<file path="src/psr_pkg.sv">
// shared constants for the power status reporting block
package psr_pkg;

    // status command codes on the management link
    localparam logic [7:0] PSR_CMD_STATUS_BYTE = 8'h78;
    localparam logic [7:0] PSR_CMD_STATUS_WORD = 8'h79;
    localparam logic [7:0] PSR_CMD_VOUT        = 8'h7A;
    localparam logic [7:0] PSR_CMD_IOUT        = 8'h7B;
    localparam logic [7:0] PSR_CMD_INPUT       = 8'h7C;
    localparam logic [7:0] PSR_CMD_VENDOR      = 8'h80;

    // reset values
    localparam logic [15:0] PSR_WORD_RST = 16'h0000;
    localparam logic [7:0]  PSR_BYTE_RST = 8'h00;

    // summary word bit positions
    localparam int PSR_W_VOUT   = 15;
    localparam int PSR_W_IOUT   = 14;
    localparam int PSR_W_INPUT  = 13;
    localparam int PSR_W_VENDOR = 12;
    localparam int PSR_W_PBAD   = 11;

    // status byte bit positions
    localparam int PSR_B_HSOFF = 6;
    localparam int PSR_B_OCF   = 4;
    localparam int PSR_B_UVF   = 3;
    localparam int PSR_B_CML   = 1;
    localparam int PSR_B_NOTA  = 0;

    // output voltage / current status bit positions
    localparam int PSR_V_OVW  = 6;
    localparam int PSR_V_UVW  = 5;
    localparam int PSR_I_OCF  = 7;
    localparam int PSR_I_OCW  = 5;

    // input status bit positions
    localparam int PSR_N_OVF  = 7;
    localparam int PSR_N_OVW  = 6;
    localparam int PSR_N_UVW  = 5;
    localparam int PSR_N_UVF  = 4;
    localparam int PSR_N_OPW  = 0;

    // host controller apb map
    localparam logic [11:0] PSR_OFF_CTRL = 12'h000;
    localparam logic [11:0] PSR_OFF_STAT = 12'h004;
    localparam logic [11:0] PSR_OFF_DATA = 12'h008;
    localparam int PSR_CTRL_GO  = 8;
    localparam int PSR_CTRL_CLR = 9;
    localparam int PSR_STAT_BUSY = 0;
    localparam int PSR_STAT_DONE = 1;
    localparam int PSR_STAT_ERR  = 2;

endpackage : psr_pkg

</file>
<file path="src/psr_link_if.sv">
// link between the status reporting device and its host controller
`timescale 1ns/1ps
interface psr_link_if;
    logic        cmd_valid;
    logic        cmd_ready;
    logic [7:0]  cmd_code;
    logic        clr_valid;
    logic        rsp_valid;
    logic [15:0] rsp_data;
    logic        rsp_err;

    modport dev (
        input  cmd_valid,
        output cmd_ready,
        input  cmd_code,
        input  clr_valid,
        output rsp_valid,
        output rsp_data,
        output rsp_err
    );

    modport host (
        output cmd_valid,
        input  cmd_ready,
        output cmd_code,
        output clr_valid,
        input  rsp_valid,
        input  rsp_data,
        input  rsp_err
    );
endinterface : psr_link_if

</file>
<file path="src/psr_device_end.sv">
// status reporting register group of the hot swap device
//
// Chosen here: the link device port; the APB slave port is in the host end.
`timescale 1ns/1ps
module psr_device_end
    import psr_pkg::*;
(
    input  wire logic       pclk,
    input  wire logic       presetn,
    psr_link_if.dev         link,
    input  wire logic       vout_overvolt_warn,
    input  wire logic       vout_undervolt_warn,
    input  wire logic       iout_oc_shutdown,
    input  wire logic       iout_oc_warn,
    input  wire logic       overvolt_sense_pin,
    input  wire logic       vin_overvolt_warn,
    input  wire logic       vin_undervolt_warn,
    input  wire logic       undervolt_sense_pin,
    input  wire logic       input_overpower_warning,
    input  wire logic [7:0] vendor_status_register,
    input  wire logic       hotswap_off,
    input  wire logic       power_ok_pin,
    input  wire logic       pec_error,
    input  wire logic       frame_error,
    output logic            vendor_status_summary,
    output logic [15:0]     status_word
);

    logic [7:0]  vout_set;
    logic [7:0]  iout_set;
    logic [7:0]  input_set;
    logic        cml_set;
    logic [7:0]  vout_q;
    logic [7:0]  iout_q;
    logic [7:0]  input_q;
    logic [0:0]  cml_q;
    logic [7:0]  status_byte;
    logic [15:0] word_live;
    logic        cmd_take;
    logic        rsp_valid_r;
    logic [15:0] rsp_data_r;
    logic        rsp_err_r;
    logic [15:0] status_word_r;

    // command decode: is the code one of the readable status commands
    function automatic logic psr_supported(input logic [7:0] code);
        return (code == PSR_CMD_STATUS_BYTE) ||
               (code == PSR_CMD_STATUS_WORD) ||
               (code == PSR_CMD_VOUT)        ||
               (code == PSR_CMD_IOUT)        ||
               (code == PSR_CMD_INPUT)       ||
               (code == PSR_CMD_VENDOR);
    endfunction : psr_supported

    // event sources into the sticky banks
    always_comb begin
        vout_set = '0;
        vout_set[PSR_V_OVW] = vout_overvolt_warn;
        vout_set[PSR_V_UVW] = vout_undervolt_warn;
    end

    always_comb begin
        iout_set = '0;
        iout_set[PSR_I_OCF] = iout_oc_shutdown;
        iout_set[PSR_I_OCW] = iout_oc_warn;
    end

    always_comb begin
        input_set = '0;
        input_set[PSR_N_OVF] = overvolt_sense_pin;
        input_set[PSR_N_OVW] = vin_overvolt_warn;
        input_set[PSR_N_UVW] = vin_undervolt_warn;
        input_set[PSR_N_UVF] = undervolt_sense_pin;
        input_set[PSR_N_OPW] = input_overpower_warning;
    end

    assign cmd_take = link.cmd_valid && link.cmd_ready;

    // unsupported command, bad pec or malformed message
    assign cml_set = pec_error || frame_error ||
                     (cmd_take && !psr_supported(link.cmd_code));

    // unused bit positions never get a set, so they read zero
    psr_sticky #(.W(8)) u_vout (
        .pclk    (pclk),
        .presetn (presetn),
        .set     (vout_set),
        .clr     (link.clr_valid),
        .q       (vout_q)
    );

    psr_sticky #(.W(8)) u_iout (
        .pclk    (pclk),
        .presetn (presetn),
        .set     (iout_set),
        .clr     (link.clr_valid),
        .q       (iout_q)
    );

    psr_sticky #(.W(8)) u_input (
        .pclk    (pclk),
        .presetn (presetn),
        .set     (input_set),
        .clr     (link.clr_valid),
        .q       (input_q)
    );

    psr_sticky #(.W(1)) u_cml (
        .pclk    (pclk),
        .presetn (presetn),
        .set     (cml_set),
        .clr     (link.clr_valid),
        .q       (cml_q)
    );

    assign vendor_status_summary = |vendor_status_register;

    // status byte, live and latched parts
    always_comb begin
        status_byte = PSR_BYTE_RST;
        status_byte[PSR_B_HSOFF] = hotswap_off;
        status_byte[PSR_B_OCF] = iout_q[PSR_I_OCF];
        status_byte[PSR_B_UVF] = input_q[PSR_N_UVF];
        status_byte[PSR_B_CML] = cml_q[0];
        status_byte[PSR_B_NOTA] = (|vout_q) || (|iout_q) ||
                                  (|input_q) ||
                                  vendor_status_summary;
    end

    // summary word, vout/iout/input bits from the latched banks, vendor and power bad live
    always_comb begin
        word_live = PSR_WORD_RST;
        word_live[PSR_W_VOUT] = |vout_q;
        word_live[PSR_W_IOUT] = |iout_q;
        word_live[PSR_W_INPUT] = |input_q;
        word_live[PSR_W_VENDOR] = vendor_status_summary;
        word_live[PSR_W_PBAD] = !power_ok_pin;
        word_live[7:0] = status_byte;
    end

    // registered copy of the summary word for local monitoring
    always_ff @(posedge pclk or negedge presetn) begin
        if (!presetn) begin
            status_word_r <= PSR_WORD_RST;
        end else begin
            status_word_r <= word_live;
        end
    end

    assign status_word = status_word_r;

    // always ready; answer one cycle after the command is taken
    assign link.cmd_ready = 1'b1;

    always_ff @(posedge pclk or negedge presetn) begin
        if (!presetn) begin
            rsp_valid_r <= 1'b0;
        end else begin
            rsp_valid_r <= cmd_take;
        end
    end

    always_ff @(posedge pclk or negedge presetn) begin
        if (!presetn) begin
            rsp_err_r <= 1'b0;
        end else if (cmd_take) begin
            rsp_err_r <= !psr_supported(link.cmd_code);
        end
    end

    // read data mux, byte commands zero extended
    always_ff @(posedge pclk or negedge presetn) begin
        if (!presetn) begin
            rsp_data_r <= PSR_WORD_RST;
        end else if (cmd_take) begin
            unique case (link.cmd_code)
                PSR_CMD_STATUS_BYTE: rsp_data_r <= {8'h00, status_byte};
                PSR_CMD_STATUS_WORD: rsp_data_r <= word_live;
                PSR_CMD_VOUT:        rsp_data_r <= {8'h00, vout_q};
                PSR_CMD_IOUT:        rsp_data_r <= {8'h00, iout_q};
                PSR_CMD_INPUT:       rsp_data_r <= {8'h00, input_q};
                PSR_CMD_VENDOR:      rsp_data_r <= {8'h00,
                                                    vendor_status_register};
                default:             rsp_data_r <= PSR_WORD_RST;
            endcase
        end
    end

    assign link.rsp_valid = rsp_valid_r;
    assign link.rsp_data  = rsp_data_r;
    assign link.rsp_err   = rsp_err_r;

endmodule : psr_device_end

</file>
<file path="src/psr_sticky.sv">
// bank of sticky status bits, set wins over clear
`timescale 1ns/1ps
module psr_sticky #(
    parameter int W = 8
) (
    input  wire logic         pclk,
    input  wire logic         presetn,
    input  wire logic [W-1:0] set,
    input  wire logic         clr,
    output logic      [W-1:0] q
);
    logic [W-1:0] q_r;

    always_ff @(posedge pclk or negedge presetn) begin
        if (!presetn) begin
            q_r <= '0;
        end else begin
            q_r <= (q_r & ~{W{clr}}) | set;
        end
    end

    assign q = q_r;
endmodule : psr_sticky
</file>
<file path="src/flat_wrapper.sv">
// flat-port wrapper written by rule: the top's interface ports become plain ports
module psr_device_end_flat import psr_pkg::*;
  (pclk, presetn, vout_overvolt_warn, vout_undervolt_warn, iout_oc_shutdown, iout_oc_warn, overvolt_sense_pin, vin_overvolt_warn, vin_undervolt_warn, undervolt_sense_pin, input_overpower_warning, vendor_status_register, hotswap_off, power_ok_pin, pec_error, frame_error, vendor_status_summary, status_word, link_cmd_valid, link_cmd_ready, link_cmd_code, link_clr_valid, link_rsp_valid, link_rsp_data, link_rsp_err);
  psr_link_if link_i ();
  input  wire logic pclk;
  input  wire logic presetn;
  input  wire logic vout_overvolt_warn;
  input  wire logic vout_undervolt_warn;
  input  wire logic iout_oc_shutdown;
  input  wire logic iout_oc_warn;
  input  wire logic overvolt_sense_pin;
  input  wire logic vin_overvolt_warn;
  input  wire logic vin_undervolt_warn;
  input  wire logic undervolt_sense_pin;
  input  wire logic input_overpower_warning;
  input  wire logic [7:0] vendor_status_register;
  input  wire logic hotswap_off;
  input  wire logic power_ok_pin;
  input  wire logic pec_error;
  input  wire logic frame_error;
  output logic vendor_status_summary;
  output logic [15:0] status_word;
  input wire logic [$bits(link_i.cmd_valid)-1:0] link_cmd_valid;
  output wire logic [$bits(link_i.cmd_ready)-1:0] link_cmd_ready;
  input wire logic [$bits(link_i.cmd_code)-1:0] link_cmd_code;
  input wire logic [$bits(link_i.clr_valid)-1:0] link_clr_valid;
  output wire logic [$bits(link_i.rsp_valid)-1:0] link_rsp_valid;
  output wire logic [$bits(link_i.rsp_data)-1:0] link_rsp_data;
  output wire logic [$bits(link_i.rsp_err)-1:0] link_rsp_err;
  assign link_i.cmd_valid = link_cmd_valid;
  assign link_cmd_ready = link_i.cmd_ready;
  assign link_i.cmd_code = link_cmd_code;
  assign link_i.clr_valid = link_clr_valid;
  assign link_rsp_valid = link_i.rsp_valid;
  assign link_rsp_data = link_i.rsp_data;
  assign link_rsp_err = link_i.rsp_err;
  psr_device_end u_core (.pclk(pclk), .presetn(presetn), .link(link_i), .vout_overvolt_warn(vout_overvolt_warn), .vout_undervolt_warn(vout_undervolt_warn), .iout_oc_shutdown(iout_oc_shutdown), .iout_oc_warn(iout_oc_warn), .overvolt_sense_pin(overvolt_sense_pin), .vin_overvolt_warn(vin_overvolt_warn), .vin_undervolt_warn(vin_undervolt_warn), .undervolt_sense_pin(undervolt_sense_pin), .input_overpower_warning(input_overpower_warning), .vendor_status_register(vendor_status_register), .hotswap_off(hotswap_off), .power_ok_pin(power_ok_pin), .pec_error(pec_error), .frame_error(frame_error), .vendor_status_summary(vendor_status_summary), .status_word(status_word));
endmodule
</file>
<file path="config.mk">
export PLATFORM = sky130hd
export DESIGN_NAME = psr_device_end_flat
export DESIGN_NICKNAME = d
export VERILOG_FILES = /design/src/psr_pkg.sv /design/src/psr_link_if.sv /design/src/psr_device_end.sv /design/src/psr_sticky.sv /design/src/flat_wrapper.sv
export SDC_FILE = /design/constraint.sdc
export NUM_CORES = 1
export LEC_CHECK = 0
export BUFFER_PORTS_ARGS = -buffer_cell sky130_fd_sc_hd__buf_2
export CAP_MARGIN = 20
export CORE_ASPECT_RATIO = 0.8
export CORE_MARGIN = 3
export CORE_UTILIZATION = 38
export CTS_CLUSTER_SIZE = 10
export DETAILED_ROUTE_END_ITERATION = 7
export HOLD_SLACK_MARGIN = 0.03
export PLACE_DENSITY = 0.62
export RECOVER_POWER = 100
export SLEW_MARGIN = 15
export SYNTH_ARGS = -nofsm -noshare
export SYNTH_HDL_FRONTEND = slang
export SYNTH_SLANG_ARGS = --single-unit
</file>
<file path="constraint.sdc">
create_clock -name pclk -period 2.27 [get_ports pclk]
set_clock_uncertainty 0.1 [all_clocks]
set_input_delay 0.1135 -clock pclk [delete_from_list [all_inputs] [get_ports pclk]]
set_output_delay 0.1135 -clock pclk [all_outputs]
set_load 0.01 [all_outputs]
</file>
==> run_results.csv <==
group,metric,value,unit
clock_tree,clockBufferDepth,2,
die,start_util,41.0,%
die,std_cell_rows,23,
global_routing,gr-total-overflow,0,
power,comb_power_share,9.9,%
yosys,synthDistinctLibCells,31,
clock_tree,clk_pin_slew,0.08,ns
yosys,yosysWarningCount,0,
detailed_routing,route.met3.wl,417,microns
detailed_routing,maxUsedRoutingLayer,"met4",
sta,fmax,467,MHz
layout,final_nets,290,
outcome,status,"finished clean",
global_routing,grt_pass1_vias,1674,
power,p_clk_share,39.8,%
global_routing,grt_max_degree,51,
placed_design,port_buffers,58,
global_routing,grt_pass1_wl,8400,microns
die,die_h,73.1,microns
power,irDropWorstVdd,0.438,mV
setup_path,end_kind,"output pin",
yosys,synth_area,0.00214,sq mm
die,die_w,89.8,microns
global_routing,grt.total_usage,16.4,%
layout,drive_above_1_share,17.4,%
layout,area_growth,29.1,%
setup_path,worstSetupPathType,"input pin to output pin",
yosys,synth_top_area_share,58.5,%
clock_tree,cts_buffers,5,
setup_path,crit_required,2.06,ns
sta,tightest_slew,1.21,ns
detailed_routing,drt_wl_total,5150,microns
die,die_area,0.00657,sq mm
detailed_routing,drc,0,
clock_tree,cts_htree_levels,2,
detailed_routing,via_per_inst,4.90,
global_routing,antenna_found_initial,0,
yosys,ys_seq_area_share,58.5,%
power,netSwitchingFraction,21.8,%
sta,drv_slew,0,
power,p_int,1.47,mW
yosys,synth_seq_cells,50,
power,total_power,1.87,mW
placed_design,place_hpwl,3680,microns
clock_tree,cts_sinks,50,
placed_design,placed_area,0.00247,sq mm
setup_path,cp-start-kind,"input pin",
sta,tns,0,ns
sta,max_slew_margin,19.3,%
yosys,synth.area.top_cells,"dfrtp_1 59%, nor2b_1 4.4%, mux2i_1 3.7%",
detailed_routing,wl_met1,2420,microns
yosys,syn_inst,178,
sta,period_share,94.2,%
sta,rsz0062_at_grt,"false",
placed_design,gp_congestion,0.814,
detailed_routing,avgRoutedWirePerCell,15.5,microns
yosys,syn_avg_cell_area,12.0,sq um
detailed_routing,postRouteAntennaNets,0,
worst_hold_path,worstHoldStart,"vendor_status_register[5]",
layout,antenna_cells,0,
power,cellPowerDensity,679,mW/mm^2
detailed_routing,drt_iter0_markers,111,
die,core,0.00521,sq mm
die,pin_count,69,
sta,layout_min_cycle_time,2.14,ns
clock_tree,cts_tree,"done",
setup_path,cp.arrival,1.93,ns
detailed_routing,dr_wl_met2,2300,microns
setup_path,reg2reg_from,"u_core.u_input.q[4]$_DFF_PN0_",
worst_hold_path,hold_path.class,"input pin to register",
setup_path,startpoint,"vendor_status_register[7]",
clock_tree,insertion_delay,0.30,ns
power,p_leak,1.25,nW
power,seqPwrFrac,50.2,%
sta,hold_viol,0,
run,maxCapViolations,0,
clock_tree,cts_root_buf,"clkbuf_8",
layout,design_area,0.00276,sq mm
detailed_routing,dr.pass1.iters,4,
sta,setup_violations,0,
yosys,yosysTopAreaCell,"dfrtp_1",
detailed_routing,num_vias,1631,
setup_path,path_max_fanout,3,
power,switchingPower,0.408,mW
## timing repair
action / in CTS / in global routing
hold endpoints to repair: 65 / 0
buffers inserted: 0 / 0
hold buffers: 19 / 0
setup endpoints to repair: 0 / 1
gates resized for setup: 0 / 1
## cell usage after synthesis
cell,number
a2111o_1,1
a2111oi_2,1
a211oi_2,1
a21o_1,10
a21oi_1,7
a221oi_1,8
and4b_1,1
buf_4,10
buf_6,2
clkbuf_1,4
clkinv_1,1
conb_1,2
dfrtp_1,50
inv_1,6
mux2i_1,8
nand2_1,10
nand4_1,1
nand4b_1,2
nand4bb_4,1
nor2_1,10
nor2b_1,15
nor3_1,1
nor4_1,9
nor4_4,1
nor4b_1,3
o211ai_1,4
o21ai_0,1
o2bb2ai_1,5
o31ai_1,1
o41ai_1,1
or3_1,1
## state kept, by name, summed over array words and instances, names as in the netlist
register               count
u_core.u_cml.q             1
u_core.link.rsp_valid      1
u_core.u_vout.q            8
u_core.link.rsp_data      13
u_core.u_input.q           8
u_core.u_iout.q            8
u_core.status_word        10
u_core.link.rsp_err        1
## worst paths after layout
kind,to,slack [ns],cells past startpoint
worst min register to register,u_core.status_word[1]$_DFF_PN0_,0.34,0
max in group asynchronous,u_core.u_vout.q[6]$_DFF_PN0_,0.76,3
worst min-delay path,u_core.link.rsp_data[5]$_DFFE_PN0P_,0.06,3
min in group asynchronous,u_core.status_word[15]$_DFF_PN0_,0.58,3
worst max register to register,u_core.link.rsp_data[0]$_DFFE_PN0P_,0.48,4
worst max-delay path,vendor_status_summary,0.13,6
## cell usage in the layout (no fill, tap or decap), types with 2 or more instances in the layout
master	synthesis	final
clkbuf_1	4	29
nor4b_1	3	3
nor2_1	10	10
dlygate4sd3_1	0	19
conb_1	2	10
nor2b_1	15	15
o211ai_1	4	4
mux2i_1	8	8
bufinv_16	0	2
nand2_1	10	10
nor4_1	9	8
inv_1	6	6
a221oi_1	8	8
clkbuf_8	0	6
a21o_1	10	10
buf_2	0	29
a21oi_1	7	7
dfrtp_1	50	50
clkbuf_2	0	2
o2bb2ai_1	5	5
nand4b_1	2	2
## layer usage
| metal | vias up | track usage, % |
|---|---|---|
| met5 | - | 0 |
| met4 | 0 | 3.06 |
| met3 | 2 | 4.74 |
| met2 | 65 | 26.2 |
| met1 | 777 | 22.7 |
| li1 | 787 | - |
## power groups by stage
stage,logic [mW],registers [mW],clock network (mW)
final,0.186,0.941,0.747
after global routing,0.208,0.945,0.796
after floorplan,0.0812,0.963,0
after global placement,0.174,0.958,0
after CTS,0.197,0.940,0.763
after detailed placement,0.174,0.957,0
## kinds of logic (layout without fill, tap and decap cells)
logic type / Yosys count / in the layout / share of synthesized area (%)
simple gates: 55 / 55 / 16.2
flops: 50 / 50 / 58.5
compound gates: 40 / 40 / 14.7
buf+inv: 23 / 95 / 6.50
mux: 8 / 8 / 3.75
other cells: 2 / 10 / 0.351
## layout make-up
type	count	area, sq um
fillers	468	2450
repair buffers	80	462
clock buffers	6	82.6
multi-input cells	113	783
clock inverters	2	60.1
inverters	7	26.3
well taps	75	93.8
flip-flops and latches	50	1250
## worst max-delay path: stages
cell and delay [ns]:
dlygate4sd3_1 0.54, buf_2 0.13, nor4_1 0.29, dlygate4sd3_1 0.61
nand2_1 0.10, clkbuf_2 0.15
## per-stage QoR
step | std cells | hold WS, ns | utilization (%) | worst slack [ns]
detailed placement | 306 | 0.0194 | 47.5 | 0.511
floorplan | 186 | -0.282 | - | 0.854
global placement | 306 | 0.0224 | 47.5 | 0.581
finish | 333 | 0.0629 | 53.0 | 0.131
CTS | 333 | 0.0515 | 53.9 | 0.127
global route | 333 | 0.101 | 53.0 | 0.0494
Power figures use the tool's default switching activity.
